$ cat config.mk
export PLATFORM = sky130hd
export DESIGN_NAME = arpc_record_ctrl
export DESIGN_NICKNAME = d
export VERILOG_FILES = /design/src/arpc_pkg.sv /design/src/arpc_record_ctrl.sv
export SDC_FILE = /design/constraint.sdc
export NUM_CORES = 1
export LEC_CHECK = 0
export BUFFER_PORTS_ARGS = -buffer_cell sky130_fd_sc_hd__buf_2
export CAP_MARGIN = 25
export CORE_MARGIN = 2
export CORE_UTILIZATION = 45
export CTS_CLUSTER_DIAMETER = 50
export DETAILED_ROUTE_END_ITERATION = 12
export PLACE_DENSITY_LB_ADDON = 0.2
export SLEW_MARGIN = 20
export SYNTH_ARGS = -nofsm -noshare
export SYNTH_HDL_FRONTEND = slang
export SYNTH_SLANG_ARGS = --single-unit
$ cat constraint.sdc
create_clock -name core_clk -period 4.7 [get_ports core_clk]
set_input_delay 0.94 -clock core_clk [delete_from_list [all_inputs] [get_ports core_clk]]
set_output_delay 0.94 -clock core_clk [all_outputs]
set_load 0.05 [all_outputs]
$ cat src/arpc_pkg.sv
package arpc_pkg;

  // Register byte addresses
  localparam logic [7:0] ADDR_CTRL    = 8'h1c;
  localparam logic [7:0] ADDR_BUF0    = 8'h20;
  localparam logic [7:0] ADDR_BUF1    = 8'h24;
  localparam logic [7:0] ADDR_BUF2    = 8'h28;
  localparam logic [7:0] ADDR_BUF3    = 8'h2c;
  localparam logic [7:0] ADDR_EVT_STS = 8'h30;
  localparam logic [7:0] ADDR_EVT_MSK = 8'h34;
  localparam int         ADDR_W       = 8;

  // Control word field positions
  localparam int CTRL_BATCH_HI = 31;
  localparam int CTRL_BATCH_LO = 30;
  localparam int CTRL_TRIM_HI  = 29;
  localparam int CTRL_TRIM_LO  = 26;
  localparam int CTRL_FLAG     = 9;
  localparam int CTRL_GAIN_EN  = 8;
  localparam int CTRL_GAIN_HI  = 7;
  localparam int CTRL_GAIN_LO  = 3;
  localparam int CTRL_HP_EN    = 2;
  localparam int CTRL_REC_EN   = 1;
  localparam int CTRL_FILT_RST = 0;

  // Event status / mask bit positions
  localparam int EVT_BATCH   = 0;
  localparam int EVT_REFUSED = 1;
  localparam int EVT_W       = 2;

  // Reset values
  localparam logic [31:0]      CTRL_RESET = 32'h0000_0000;
  localparam logic [EVT_W-1:0] EVT_RESET  = 2'h0;

  // Sample buffer geometry and batch pacing
  localparam int SAMPLE_W   = 16;
  localparam int SLOT_COUNT = 8;
  localparam int SLOT_W     = 3;

  // Record control fields as held in the block
  typedef struct packed {
    logic [1:0] batch_size_select;
    logic [3:0] engineering_trim;
    logic       batch_done_flag;
    logic       gain_path_enable;
    logic [4:0] record_gain;
    logic       highpass_enable;
    logic       record_enable;
    logic       filter_reset;
  } arpc_ctrl_t;

  // A sample with its strobe
  typedef struct packed {
    logic                       valid;
    logic signed [SAMPLE_W-1:0] data;
  } arpc_sample_t;

endpackage

$ cat src/arpc_record_ctrl.sv
// Decided for this implementation: the APB interface to the registers.
`timescale 1ns/1ps
module arpc_record_ctrl #(
  parameter int DECIM_LOG2 = 2,
  parameter int HP_SHIFT   = 6
) (
  input  wire logic                          core_clk,
  input  wire logic                          rst_n,
  // APB slave
  input  wire logic                          psel,
  input  wire logic                          penable,
  input  wire logic                          pwrite,
  input  wire logic [arpc_pkg::ADDR_W-1:0]   paddr,
  input  wire logic [31:0]                   pwdata,
  output logic      [31:0]                   prdata,
  output logic                               pready,
  output logic                               pslverr,
  // Converter side
  input  wire arpc_pkg::arpc_sample_t        raw_sample,
  input  wire logic [2:0]                    channel_select,
  input  wire logic                          norm_conv_req,
  output logic [2:0]                         adc_input_sel,
  output logic                               differential_mode,
  output logic                               normal_conv_block,
  output logic                               gain_path_enable,
  output logic                               record_path_enable,
  output logic [4:0]                         record_gain,
  output logic [3:0]                         engineering_trim,
  output logic                               irq
);

  localparam int SW = arpc_pkg::SAMPLE_W;

  // Reset image of the held fields: control bits 31 to 26 above bits 9 to 0
  localparam logic [15:0] CTRL_INIT = {
    arpc_pkg::CTRL_RESET[arpc_pkg::CTRL_BATCH_HI:arpc_pkg::CTRL_TRIM_LO],
    arpc_pkg::CTRL_RESET[arpc_pkg::CTRL_FLAG:arpc_pkg::CTRL_FILT_RST]
  };

  // Elaboration-time parameter check
  if (DECIM_LOG2 < 0 || DECIM_LOG2 > 8) begin : g_bad_decim
    $error("DECIM_LOG2 must be 0 to 8");
  end
  if (HP_SHIFT < 1 || HP_SHIFT > 14) begin : g_bad_hp
    $error("HP_SHIFT must be 1 to 14");
  end

  ////////////////////////////////////////////////////////////////////////////////
  // Registers and state
  arpc_pkg::arpc_ctrl_t              ctrl_q;
  logic [arpc_pkg::EVT_W-1:0]        evt_sts_q;
  logic [arpc_pkg::EVT_W-1:0]        evt_msk_q;
  logic signed [SW-1:0]              slot_q [arpc_pkg::SLOT_COUNT];
  logic [arpc_pkg::SLOT_W-1:0]       slot_idx_q;
  logic [7:0]                        dec_cnt_q;
  logic signed [SW+8:0]              dec_acc_q;
  arpc_pkg::arpc_sample_t            dec_q;
  logic signed [SW-1:0]              hp_x_prev_q;
  logic signed [SW+1:0]              hp_y_prev_q;
  arpc_pkg::arpc_sample_t            rec_q;
  logic [31:0]                       rdata_d;
  logic                              unmapped_d;
  logic                              pready_q;
  logic [31:0]                       prdata_q;
  logic                              pslverr_q;
  logic                              wr_commit;
  logic                              flt_hold;
  logic                              batch_end;
  logic [arpc_pkg::SLOT_W-1:0]       batch_last;
  logic                              flag_clr;
  logic                              refused_evt;
  logic signed [SW+8:0]              dec_sum;
  logic signed [SW+1:0]              hp_y;
  logic signed [SW+1:0]              sat_src;
  logic signed [SW-1:0]              rec_data_d;
  logic [arpc_pkg::EVT_W-1:0]        evt_set;
  logic [arpc_pkg::EVT_W-1:0]        evt_clr;

  ////////////////////////////////////////////////////////////////////////////////
  // APB access: one wait state, write commits at the edge pready is seen high
  assign wr_commit = psel && penable && pready_q && pwrite;

  // Read mux and address decode
  always_comb begin
    rdata_d    = 32'h0000_0000;
    unmapped_d = 1'b0;
    unique case (paddr)
      arpc_pkg::ADDR_CTRL: begin
        rdata_d[arpc_pkg::CTRL_BATCH_HI:arpc_pkg::CTRL_BATCH_LO] = ctrl_q.batch_size_select;
        rdata_d[arpc_pkg::CTRL_TRIM_HI:arpc_pkg::CTRL_TRIM_LO]   = ctrl_q.engineering_trim;
        rdata_d[arpc_pkg::CTRL_FLAG]                             = ctrl_q.batch_done_flag;
        rdata_d[arpc_pkg::CTRL_GAIN_EN]                          = ctrl_q.gain_path_enable;
        rdata_d[arpc_pkg::CTRL_GAIN_HI:arpc_pkg::CTRL_GAIN_LO]   = ctrl_q.record_gain;
        rdata_d[arpc_pkg::CTRL_HP_EN]                            = ctrl_q.highpass_enable;
        rdata_d[arpc_pkg::CTRL_REC_EN]                           = ctrl_q.record_enable;
        rdata_d[arpc_pkg::CTRL_FILT_RST]                         = ctrl_q.filter_reset;
      end
      arpc_pkg::ADDR_BUF0, arpc_pkg::ADDR_BUF1, arpc_pkg::ADDR_BUF2, arpc_pkg::ADDR_BUF3: begin
        // Word k holds slot 2k low and slot 2k+1 high
        rdata_d = {slot_q[{paddr[3:2], 1'b1}], slot_q[{paddr[3:2], 1'b0}]};
      end
      arpc_pkg::ADDR_EVT_STS: rdata_d[arpc_pkg::EVT_W-1:0] = evt_sts_q;
      arpc_pkg::ADDR_EVT_MSK: rdata_d[arpc_pkg::EVT_W-1:0] = evt_msk_q;
      default:                unmapped_d = 1'b1;
    endcase
  end

  // Answer registers
  always_ff @(posedge core_clk or negedge rst_n) begin
    if (!rst_n) begin
      pready_q  <= 1'b0;
      prdata_q  <= 32'h0000_0000;
      pslverr_q <= 1'b0;
    end else if (psel && penable && !pready_q) begin
      pready_q  <= 1'b1;
      prdata_q  <= pwrite ? 32'h0000_0000 : rdata_d;
      pslverr_q <= unmapped_d;
    end else begin
      pready_q  <= 1'b0;
      prdata_q  <= 32'h0000_0000;
      pslverr_q <= 1'b0;
    end
  end

  assign pready  = pready_q;
  assign prdata  = prdata_q;
  assign pslverr = pslverr_q;

  ////////////////////////////////////////////////////////////////////////////////
  // Control word
  assign flag_clr = wr_commit && (paddr == arpc_pkg::ADDR_CTRL) && !pwdata[arpc_pkg::CTRL_FLAG];

  // Writable fields; flag is set by a batch end, cleared by writing 0, set wins
  always_ff @(posedge core_clk or negedge rst_n) begin
    if (!rst_n) begin
      ctrl_q <= arpc_pkg::arpc_ctrl_t'(CTRL_INIT);
    end else begin
      if (wr_commit && paddr == arpc_pkg::ADDR_CTRL) begin
        ctrl_q.batch_size_select <= pwdata[arpc_pkg::CTRL_BATCH_HI:arpc_pkg::CTRL_BATCH_LO];
        ctrl_q.engineering_trim  <= pwdata[arpc_pkg::CTRL_TRIM_HI:arpc_pkg::CTRL_TRIM_LO];
        ctrl_q.gain_path_enable  <= pwdata[arpc_pkg::CTRL_GAIN_EN];
        ctrl_q.record_gain       <= pwdata[arpc_pkg::CTRL_GAIN_HI:arpc_pkg::CTRL_GAIN_LO];
        ctrl_q.highpass_enable   <= pwdata[arpc_pkg::CTRL_HP_EN];
        ctrl_q.record_enable     <= pwdata[arpc_pkg::CTRL_REC_EN];
        ctrl_q.filter_reset      <= pwdata[arpc_pkg::CTRL_FILT_RST];
      end
      if (batch_end) begin
        ctrl_q.batch_done_flag <= 1'b1;
      end else if (flag_clr) begin
        ctrl_q.batch_done_flag <= 1'b0;
      end
    end
  end

  ////////////////////////////////////////////////////////////////////////////////
  // Decimation: average 2**DECIM_LOG2 raw samples, cleared while disabled or in filter reset
  assign flt_hold = ctrl_q.filter_reset || !ctrl_q.record_enable;
  assign dec_sum  = dec_acc_q + (SW+9)'(raw_sample.data);

  always_ff @(posedge core_clk or negedge rst_n) begin
    if (!rst_n) begin
      dec_cnt_q <= 8'h00;
      dec_acc_q <= '0;
      dec_q     <= '0;
    end else if (flt_hold) begin
      dec_cnt_q <= 8'h00;
      dec_acc_q <= '0;
      dec_q     <= '0;
    end else begin
      dec_q.valid <= 1'b0;
      if (raw_sample.valid) begin
        if (dec_cnt_q == 8'((1 << DECIM_LOG2) - 1)) begin
          dec_cnt_q  <= 8'h00;
          dec_acc_q  <= '0;
          dec_q.valid <= 1'b1;
          dec_q.data  <= SW'(dec_sum >>> DECIM_LOG2);
        end else begin
          dec_cnt_q <= dec_cnt_q + 8'h01;
          dec_acc_q <= dec_sum;
        end
      end
    end
  end

  ////////////////////////////////////////////////////////////////////////////////
  // High-pass: y = x - x_prev + y_prev - y_prev/2**HP_SHIFT, saturated to 16 bits
  assign hp_y = (SW+2)'(dec_q.data) - (SW+2)'(hp_x_prev_q) + hp_y_prev_q
              - (hp_y_prev_q >>> HP_SHIFT);
  assign sat_src = ctrl_q.highpass_enable ? hp_y : (SW+2)'(dec_q.data);

  // Saturation keeps the result a valid two's complement sample
  always_comb begin
    if (sat_src > (SW+2)'(32767)) begin
      rec_data_d = 16'sh7fff;
    end else if (sat_src < -(SW+2)'(32768)) begin
      rec_data_d = 16'sh8000;
    end else begin
      rec_data_d = SW'(sat_src);
    end
  end

  // Filter history and recorded sample strobe
  always_ff @(posedge core_clk or negedge rst_n) begin
    if (!rst_n) begin
      hp_x_prev_q <= '0;
      hp_y_prev_q <= '0;
      rec_q       <= '0;
    end else if (flt_hold) begin
      hp_x_prev_q <= '0;
      hp_y_prev_q <= '0;
      rec_q       <= '0;
    end else begin
      rec_q.valid <= dec_q.valid;
      if (dec_q.valid) begin
        hp_x_prev_q <= dec_q.data;
        hp_y_prev_q <= ctrl_q.highpass_enable ? (SW+2)'(rec_data_d) : '0;
        rec_q.data  <= rec_data_d;
      end
    end
  end

  ////////////////////////////////////////////////////////////////////////////////
  // Sample buffer and batch pacing
  assign batch_last = arpc_pkg::SLOT_W'((1 << ctrl_q.batch_size_select) - 1);
  assign batch_end  = rec_q.valid && !flt_hold && (slot_idx_q == batch_last);

  // Slot index walks up from 0 and returns to 0 after each batch
  always_ff @(posedge core_clk or negedge rst_n) begin
    if (!rst_n) begin
      slot_idx_q <= '0;
    end else if (flt_hold) begin
      slot_idx_q <= '0;
    end else if (batch_end) begin
      slot_idx_q <= '0;
    end else if (rec_q.valid) begin
      slot_idx_q <= slot_idx_q + 3'h1;
    end
  end

  // Slot storage, written only by the recording path
  always_ff @(posedge core_clk or negedge rst_n) begin
    if (!rst_n) begin
      for (int i = 0; i < arpc_pkg::SLOT_COUNT; i++) begin
        slot_q[i] <= '0;
      end
    end else if (rec_q.valid && !flt_hold) begin
      slot_q[slot_idx_q] <= rec_q.data;
    end
  end

  ////////////////////////////////////////////////////////////////////////////////
  // Event status (write 1 to clear, set wins) and mask
  assign refused_evt = norm_conv_req && (ctrl_q.gain_path_enable || ctrl_q.record_enable);
  assign evt_set     = {refused_evt, batch_end};
  assign evt_clr     = (wr_commit && paddr == arpc_pkg::ADDR_EVT_STS) ?
                       pwdata[arpc_pkg::EVT_W-1:0] : '0;

  always_ff @(posedge core_clk or negedge rst_n) begin
    if (!rst_n) begin
      evt_sts_q <= arpc_pkg::EVT_RESET;
    end else begin
      evt_sts_q <= (evt_sts_q & ~evt_clr) | evt_set;
    end
  end

  always_ff @(posedge core_clk or negedge rst_n) begin
    if (!rst_n) begin
      evt_msk_q <= arpc_pkg::EVT_RESET;
    end else if (wr_commit && paddr == arpc_pkg::ADDR_EVT_MSK) begin
      evt_msk_q <= pwdata[arpc_pkg::EVT_W-1:0];
    end
  end

  // Interrupt: the flag always raises it, other events through the mask
  always_ff @(posedge core_clk or negedge rst_n) begin
    if (!rst_n) begin
      irq <= 1'b0;
    end else begin
      irq <= ctrl_q.batch_done_flag || (|(evt_sts_q & evt_msk_q));
    end
  end

  ////////////////////////////////////////////////////////////////////////////////
  // Converter controls
  always_ff @(posedge core_clk or negedge rst_n) begin
    if (!rst_n) begin
      adc_input_sel      <= 3'h0;
      differential_mode  <= 1'b0;
      normal_conv_block  <= 1'b0;
      gain_path_enable   <= 1'b0;
      record_path_enable <= 1'b0;
      record_gain        <= 5'h00;
      engineering_trim   <= 4'h0;
    end else begin
      adc_input_sel      <= ctrl_q.record_enable ? 3'h0 : channel_select;
      differential_mode  <= ctrl_q.record_enable;
      normal_conv_block  <= ctrl_q.gain_path_enable || ctrl_q.record_enable;
      gain_path_enable   <= ctrl_q.gain_path_enable;
      record_path_enable <= ctrl_q.gain_path_enable;
      record_gain        <= ctrl_q.record_gain;
      engineering_trim   <= ctrl_q.engineering_trim; // Software keeps it zero
    end
  end

endmodule

==> metrics.cfg, run 1 <==
[outcome]
outcome = complete, no violations

[timing]
period_share = 0.898
max_freq_mhz = 237
setup_slack_ns = 0.479
setup_viol = 0
fin_setup_tns_ns = 0
worst_slew_pin_slew_ns = 0.997
worst_clock_skew_ns = 0.0158
slew_viol_final = 0
relSlewSlack = 0.335
rsz0062_at_grt = false
fin_crit_ns = 4.22
hold_viol_final = 0

[place]
dpl_cell_area_um2 = 15500
pre_cts_slack_ns = 0.0850
numPortBuffers = 100
routabilityCongestion = 0.870
dp_hpwl_um = 21400

[clock_network]
cts.sink_count = 293
cts_tree = done
worstSkewPairLatency_ns = 0.52
cts_buffers = 37
cts_buffer_depth = 3
clkTransAtPathRegs_ns = 0.06
htree_levels = 2
cts-root-buf = clkbuf_16

[drt]
drtPass1Iterations = 4
drcViolationCount = 0
first_iter_violations = 449
ant_nets = 0
vias = 9327
wl_per_cell_um = 18.2
avgViaCountPerCell = 5.43
drt_wl_total_um = 31200

[worst_setup_path]
critPathArrivalTime_ns = 4.61
path_common_cell = inv_1
worst_setup_path_end_kind = register
startpoint_type = register
path_class = reg2reg
crit_chain = inv_1 > fa_1 > inv_1 > fa_1 > inv_1 > ha_1 > inv_1 > fa_1 > nand2b_1 > a21oi_2 > o21ai_2 > a31oi_4 > mux2i_1 > a211oi_4 > buf_12 > buf_4 > o211ai_1 > nand3_1
crit_fanout = 11
slowest_stage = fa_1
slowest_delay_ns = 0.44
cp_data_required_time_ns = 5.08

[finish]
regArea_um2 = 7330
nets = 1426
finalInstanceArea_um2 = 16800
drive_gt1_frac = 0.290
layout_common_cells = dfrtp_1, mux2_2, buf_2
layout_commonest_cell = dfrtp_1
areaGrowthSynthToFinish_pct = 16.6
fin_util = 0.533
multi_input_area_um2 = 6640
fillCellCount = 2717
diodes = 0

[synth]
synth-seq-cells = 293
ys.flop_type = dfrtp_1
synth-edff-count = 0
syn_area_um2 = 14400
syn_inst = 1178
syn_avg_cell_area_um2 = 12.2
synth.distinct_cells = 63
async_flop_share = 1.00
ys_warn_count = 0
syn_nets = 1315
seq_area_frac_synth = 0.508

[power_and_ir_drop]
power_density_nw_per_um2 = 337
leakage_uw = 0.00817
max-vdd-ir-drop_mv = 0.193
power_uw = 5680

[global_routing]
grt_pass1_vias = 9493
grt_overflow = 0
grt_start_max_net_pins = 113
grt_pass1_wl_um = 51500
antenna_found_initial = 0
gr-usage-all-layers = 0.194

[floorplanning]
die_area_um2 = 33500
die_h_um = 183
io_pins = 117
core-area_um2 = 31600
initial_core_util = 0.457
die_w_um = 183
row_count = 65

[run]
maxCapViolations = 0

[worst_hold_path]
hold_class = reg2reg

==> state kept, by name, indices dropped and copies added (netlist names), 2 cells and up <==
signal	cells
prdata	32
engineering_trim	4
evt_sts_q	2
dec_cnt_q	8
adc_input_sel	3
hp_y_prev_q	16
hp_x_prev_q	16
rec_q	17
slot_q	128
ctrl_q	16
dec_q	17
slot_idx_q	3
evt_msk_q	2
record_gain	5
dec_acc_q	18
==> layout make-up <==
type / instances / share of cell area
Sequential cell: 293 / 0.436
Multi-Input combinational cell: 755 / 0.395
Clock buffer: 53 / 0.0646
Timing Repair Buffer: 125 / 0.0447
Tap cell: 402 / 0.0299
Inverter: 77 / 0.0172
Clock inverter: 12 / 0.0134
==> per-stage QoR <==
| step | hold WS [ns] | cells |
|---|---|---|
| CTS | 0.400 | 1714 |
| finish | 0.397 | 1717 |
| detailed placement | 0.387 | 1649 |
| global route | 0.413 | 1717 |
| global placement | 0.379 | 1649 |
| floorplan | 0.371 | 1178 |
==> synth_stat cells, types with 23 or more instances <==
library cell | count | area [um2]
mux2i_1 | 23 | 230
dfrtp_1 | 293 | 7330
a21oi_1 | 46 | 230
mux2_2 | 147 | 1660
ha_1 | 37 | 463
fa_1 | 34 | 681
nor2_1 | 54 | 203
inv_1 | 77 | 289
a22o_1 | 36 | 315
clkbuf_1 | 36 | 135
mux4_2 | 32 | 721
nand2_1 | 74 | 278
o21ai_0 | 59 | 295
==> worst paths after layout <==
| check | endpoint | from | cells after the start | slack [ns] |
|---|---|---|---|---|
| max in group asynchronous | engineering_trim[1] | rst_n | 2 | 3.24 |
| setup reg to reg | hp_y_prev_q[9] | hp_y_prev_q[6] | 18 | 0.48 |
| setup / recovery | hp_y_prev_q[9] | hp_y_prev_q[6] | 18 | 0.48 |
| min in group asynchronous | adc_input_sel[2] | rst_n | 1 | 0.47 |
| hold reg to reg | engineering_trim[1] | ctrl_q[11] | 0 | 0.40 |
| hold / removal | engineering_trim[1] | ctrl_q[11] | 0 | 0.40 |
==> power by group <==
group	switching [uW]	internal, uW	leakage [uW]	total, uW
registers	2.44	2530	0.00407	2530
logic	107	49.0	0.00346	156
clock network	1090	1900	0.000638	2990
==> logic make-up (layout without fill, tap and decap cells) <==
kind of cell / after synthesis / after routing / synth area share
and+or+nand+nor: 233 / 233 / 0.0778
xor gates and xnor gates: 26 / 26 / 0.0158
DFF: 293 / 293 / 0.508
buffers and inverters: 130 / 267 / 0.0350
muxes: 202 / 202 / 0.181
adders and majority gates: 71 / 71 / 0.0793
AOI/OAI and AO/OA: 223 / 223 / 0.103
==> worst max-delay path: cells and delay by family (launching register included) <==
family          cells  cell delay, ns
mux                 1            0.36
simple gates        2            0.32
buf+inv             6            0.68
compound gates      5            0.95
fa+ha+maj           4            1.39
flops               1            0.38
==> routing by layer <==
metal  track usage  wire length, um
met1         0.268            14700
met2         0.317            14700
met3        0.0332             1240
met4        0.0534              653
met5             0                0
==> timing repair <==
item,4_1_cts,5_1_grt
hold buffers,0,0
buffers inserted,0,2
gates resized for setup,0,1
endpoints found under the setup margin,0,28
(Power assumes the default switching activity.)
==> run 2, diff against run 1 <==
clock period = 5.2 ns   (was 4.7 ns; I/O delays follow)
==> run 2 against run 1 <==
Net effect: largest power group unchanged; clock skew increased by 0.0022 ns; global-route usage decreased by 0.095 points; combinational power is 11% lower; fmax is 6.4% lower; setup slack gained 0.21 ns; sequential power shrank 9.5%; critical path type unchanged; critical endpoint is now rec_q[1]; register-to-register slack better by 0.21 ns; non-clock buffer count is 5 lower; critical path depth shrank 6.
==> metrics.cfg, run 2 (same netlist as run 1, synthesis figures left out) <==
[outcome]
outcome = complete, no violations  ; unchanged

[drt]
drcViolationCount = 0  ; unchanged
drt_wl_total_um = 31100  ; was 31200 um
first_iter_violations = 640  ; was 449
avgViaCountPerCell = 5.49  ; was 5.43
wl_met1_um = 14300  ; was 14700 um
ant_nets = 0  ; unchanged
dr_wl_met3_um = 1230  ; was 1240 um
dr_wl_met2_um = 15000  ; was 14700 um
wl_per_cell_um = 18.2  ; about the same
vias = 9401  ; was 9327
drtPass1Iterations = 4  ; unchanged
top_layer = met4  ; unchanged

[worst_setup_path]
path_class = reg2reg  ; unchanged
critPathArrivalTime_ns = 4.88  ; was 4.61 ns
cp_top_family = compound AO/OA/AOI/OAI gates  ; was adder cells
rr_worst_depth = 12  ; was 18
slowest_stage = a21boi_2  ; was fa_1
crit_fanout = 22  ; was 11
cp_data_required_time_ns = 5.57  ; was 5.08 ns
slowest_delay_ns = 0.70  ; was 0.44 ns
r2r_end = rec_q[1]  ; was hp_y_prev_q[9]
reg2reg_from = hp_y_prev_q[16]  ; was hp_y_prev_q[6]
startpoint_type = register  ; unchanged
r2r_slack_ns = 0.69  ; was 0.48 ns
cp-startpoint = hp_y_prev_q[16]  ; was hp_y_prev_q[6]
crit_chain = fa_1 > fa_1 > inv_1 > ha_1 > a21oi_1 > o21ai_0 > a32oi_1 > nand3_1 > a21o_1 > a211o_1 > a21boi_2 > a21oi_1  ; was inv_1 > fa_1 > inv_1 > fa_1 > inv_1 > ha_1 > inv_1 > fa_1 > nand2b_1 > a21oi_2 > o21ai_2 > a31oi_4 > mux2i_1 > a211oi_4 > buf_12 > buf_4 > o211ai_1 > nand3_1
cp_num_buf_inv = 1  ; was 6
worst_setup_path_end_kind = register  ; unchanged

[worst_hold_path]
hold_depth = 0  ; unchanged
hold_class = reg2reg  ; unchanged
hold_path_end = engineering_trim[2]  ; was engineering_trim[1]
min_from = ctrl_q[12]  ; was ctrl_q[11]

[timing]
rsz0062_at_grt = false  ; unchanged
worst_slew_pin_slew_ns = 1.00  ; was 0.997 ns
hold_viol_final = 0  ; unchanged
relSlewSlack = 0.332  ; was 0.335
period_share = 0.868  ; was 0.898
fin_crit_ns = 4.51  ; was 4.22 ns
worst_clock_skew_ns = 0.0181  ; was 0.0158 ns
holdWs_ns = 0.393  ; was 0.397 ns
setup_viol = 0  ; unchanged
max_freq_mhz = 222  ; was 237 MHz
fin_setup_tns_ns = 0  ; unchanged
slew_viol_final = 0  ; unchanged

[place]
numPortBuffers = 100  ; unchanged
dpl_cell_area_um2 = 15400  ; was 15500 um2
routabilityCongestion = 0.872  ; was 0.870
dp_hpwl_um = 21300  ; was 21400 um

[global_routing]
antenna_found_initial = 0  ; unchanged
grt_pass1_vias = 9635  ; was 9493
grt_overflow = 0  ; unchanged
grt_pass1_wl_um = 51500  ; about the same
grt_start_max_net_pins = 122  ; was 113
gr-usage-all-layers = 0.193  ; was 0.194

[floorplanning]
die_h_um = 183  ; unchanged
core-area_um2 = 31600  ; unchanged
die_area_um2 = 33500  ; unchanged
io_pins = 117  ; unchanged
die_w_um = 183  ; unchanged
row_count = 65  ; unchanged
initial_core_util = 0.457  ; unchanged

[clock_network]
ctsHoldBuffers = 0  ; unchanged
clkTransAtPathRegs_ns = 0.06  ; about the same
cts_buffers = 37  ; unchanged
htree_levels = 2  ; unchanged
worstSkewPairLatency_ns = 0.53  ; was 0.52 ns
cts-root-buf = clkbuf_16  ; unchanged
cts_buffer_depth = 3  ; unchanged
postCtsResizedCells = 0  ; unchanged
post-cts-setup-buffers = 0  ; unchanged
cts_tree = done  ; unchanged
cts.sink_count = 293  ; unchanged

[finish]
layout_commonest_cell = dfrtp_1  ; unchanged
multi_input_area_um2 = 6640  ; about the same
layout_common_cells = dfrtp_1, mux2_2, buf_2  ; unchanged
regArea_um2 = 7330  ; unchanged
fillCellCount = 2752  ; was 2717
finalInstanceArea_um2 = 16700  ; was 16800 um2
fin_util = 0.530  ; was 0.533
nets = 1421  ; was 1426
drive_gt1_frac = 0.289  ; was 0.290
largest_reg_flops = 128  ; unchanged
diodes = 0  ; unchanged
regMostFlops = slot_q  ; unchanged
areaGrowthSynthToFinish_pct = 15.8  ; was 16.6%

[power_and_ir_drop]
power_uw = 5040  ; was 5680 uW
power_density_nw_per_um2 = 302  ; was 337 nW/um2
max-vdd-ir-drop_mv = 0.243  ; was 0.193 mV
leakage_uw = 0.00812  ; was 0.00817 uW

[run]
maxCapViolations = 0  ; unchanged

run 2: changes by cell type in the layout (fill, tap and decap cells not counted), sizes merged:
| cell | before | now |
|---|---|---|
| inv | 79 | 84 |
| buf | 125 | 120 |
| clkinv | 4 | 8 |
| clkbuf | 53 | 44 |
run 2: area by class of cell:
cell class,instances,share of cell area
multi-input cells,755,0.397
flip-flops and latches,293,0.439
repair buffers,120,0.0407
clock buffers,44,0.0582
clock inverters,21,0.0177
inverters,77,0.0173
well taps,402,0.0301
run 2: power by group:
group          switching (uW)  leakage [uW]  internal (uW)
clock network            1000      0.000621           1610
registers                2.11       0.00407           2280
logic                    96.3       0.00343           43.2
run 2: worst max path at each step:
stage                      end  slack [ns]  cells after the start
2_1_floorplan  hp_y_prev_q[12]        1.49                     16
3_3_place_gp          rec_q[3]        0.69                     12
3_5_place_dp          rec_q[7]        0.66                     12
4_1_cts               rec_q[2]        0.65                     12
5_1_grt              rec_q[10]        0.32                     12
6_report              rec_q[1]        0.69                     12
run 2: stage by stage:
step                      setup WS (ns)  cells
after floorplan                    1.49   1178
after global placement            0.689   1645
after detailed placement          0.663   1646
after CTS                         0.654   1711
after global routing              0.323   1712
final                             0.688   1712
run 2: per-layer routing:
layer | vias to the layer above | GRT usage
met5 | - | 0
li1 | 4403 | -
met2 | 189 | 0.327
met3 | 39 | 0.0314
met1 | 4770 | 0.260
met4 | 0 | 0.0474
==> run 3, diff against run 2 <==
REMOVE_ABC_BUFFERS = 1   (was unset)
SETUP_SLACK_MARGIN = 0.1   (was unset)
==> run 3 against run 2 <==
Net effect: combinational power barely moved; clock skew rose by 0.0035 ns; count of clock-buffer cells in the layout rose by 3; non-clock buffer count rose by 1; highest routed layer unchanged.
==> metrics.cfg, run 3 (same netlist as run 1, synthesis figures left out) <==
[outcome]
outcome = complete, no violations  ; unchanged

[worst_setup_path]
worst_setup_path_end_kind = register  ; unchanged
critPathArrivalTime_ns = 4.78  ; was 4.88 ns
crit_fanout = 22  ; unchanged
cp-startpoint = hp_y_prev_q[16]  ; unchanged
r2r_slack_ns = 0.79  ; was 0.69 ns
endpoint = rec_q[1]  ; unchanged
reg2reg_from = hp_y_prev_q[16]  ; unchanged
rr_worst_depth = 12  ; unchanged
path_class = reg2reg  ; unchanged
startpoint_type = register  ; unchanged
cp_data_required_time_ns = 5.57  ; about the same
r2r_end = rec_q[1]  ; unchanged

[run]
maxCapViolations = 0  ; unchanged

[drt]
first_iter_violations = 331  ; was 640
wl_per_cell_um = 17.8  ; was 18.2 um
vias = 9238  ; was 9401
ant_nets = 0  ; unchanged
drtPass1Iterations = 4  ; unchanged
avgViaCountPerCell = 5.40  ; was 5.49
drcViolationCount = 0  ; unchanged
drt_wl_total_um = 30400  ; was 31100 um

[finish]
fillCellCount = 2790  ; was 2752
nets = 1421  ; unchanged
fin_util = 0.527  ; was 0.530
finalInstanceArea_um2 = 16600  ; was 16700 um2
drive_gt1_frac = 0.290  ; was 0.289
areaGrowthSynthToFinish_pct = 15.2  ; was 15.8%
diodes = 0  ; unchanged
layout_commonest_cell = dfrtp_1  ; unchanged
largest_reg_flops = 128  ; unchanged
layout_common_cells = dfrtp_1, mux2_2, buf_2  ; unchanged
regMostFlops = slot_q  ; unchanged

[clock_network]
clkTransAtPathRegs_ns = 0.06  ; about the same
cts_buffers = 36  ; was 37
ctsHoldBuffers = 0  ; unchanged
postCtsResizedCells = 0  ; unchanged
cts_tree = done  ; unchanged
worstSkewPairLatency_ns = 0.52  ; was 0.53 ns
htree_levels = 2  ; unchanged
cts_buffer_depth = 3  ; unchanged
cts.sink_count = 293  ; unchanged
cts-root-buf = clkbuf_16  ; unchanged
post-cts-setup-buffers = 0  ; unchanged

[floorplanning]
initial_core_util = 0.457  ; unchanged
core-area_um2 = 31600  ; unchanged
die_h_um = 183  ; unchanged
row_count = 65  ; unchanged
io_pins = 117  ; unchanged
die_area_um2 = 33500  ; unchanged
die_w_um = 183  ; unchanged

[power_and_ir_drop]
power_uw = 4850  ; was 5040 uW
leakage_uw = 0.00809  ; was 0.00812 uW
max-vdd-ir-drop_mv = 0.205  ; was 0.243 mV
power_density_nw_per_um2 = 292  ; was 302 nW/um2

[timing]
hold_viol_final = 0  ; unchanged
max_freq_mhz = 227  ; was 222 MHz
rsz0062_at_grt = false  ; unchanged
relSlewSlack = 0.292  ; was 0.332
period_share = 0.849  ; was 0.868
fin_setup_tns_ns = 0  ; unchanged
holdWs_ns = 0.396  ; was 0.393 ns
worst_slew_pin_slew_ns = 1.06  ; was 1.00 ns
worst_clock_skew_ns = 0.0215  ; was 0.0181 ns
slew_viol_final = 0  ; unchanged
setup_viol = 0  ; unchanged
fin_crit_ns = 4.41  ; was 4.51 ns

[place]
numPortBuffers = 100  ; unchanged
routabilityCongestion = 0.815  ; was 0.872
dp_hpwl_um = 20600  ; was 21300 um
dpl_cell_area_um2 = 15400  ; about the same

[global_routing]
grt_start_max_net_pins = 105  ; was 122
antenna_found_initial = 0  ; unchanged
grt_pass1_vias = 9579  ; was 9635
grt_overflow = 0  ; unchanged
grt_pass1_wl_um = 50600  ; was 51500 um
gr-usage-all-layers = 0.189  ; was 0.193

[worst_hold_path]
hold_depth = 0  ; unchanged
min_from = ctrl_q[4]  ; was ctrl_q[12]
hold_class = reg2reg  ; unchanged

-- run 3: final cells by class --
type / instances / area [um2] / area share
tap: 402 / 503 / 0.0303
sequential: 293 / 7330 / 0.441
multi-input combinational: 755 / 6640 / 0.399
clock buffer: 47 / 1030 / 0.0621
timing repair buffer: 121 / 681 / 0.0409
clock inverter: 17 / 151 / 0.00911
inverter: 77 / 289 / 0.0174
-- run 3: stage by stage --
stage,cells,worst slack (ns)
after floorplan,1125,1.33
after global placement,1647,0.821
after detailed placement,1648,0.742
after CTS,1712,0.746
after global routing,1712,0.437
final,1712,0.787
-- run 3: layer usage --
metal | global-route usage | part of all wire | vias to the layer above
met5 | 0 | 0 | -
met2 | 0.320 | 0.48 | 126
met3 | 0.0266 | 0.030 | 45
met1 | 0.259 | 0.47 | 4649
li1 | - | - | 4418
met4 | 0.0461 | 0.017 | 0
-- run 3: power by group --
group	total, uW	switching (uW)	internal [uW]
Combinational	139	95.4	43.3
Clock	2430	1000	1430
Sequential	2290	2.98	2280
-- run 3: how the worst min path moves through the flow --
stage                               end  slack (ns)
global placement         record_gain[1]        0.38
floorplan           engineering_trim[0]        0.37
finish                   record_gain[1]        0.40
CTS                      record_gain[1]        0.40
global route             record_gain[2]        0.42
detailed placement       record_gain[1]        0.38
-- run 3: worst max-delay path, stage by stage (launching register included) --
cell and delay, ns:
dfrtp_1 0.64, fa_1 0.53, fa_1 0.51, inv_1 0.04, ha_1 0.35, a21oi_1 0.16, o21ai_0 0.13, a32oi_1 0.21
nand3_1 0.14, a21o_1 0.20, a211o_1 0.56, a21boi_2 0.63, a21oi_1 0.15
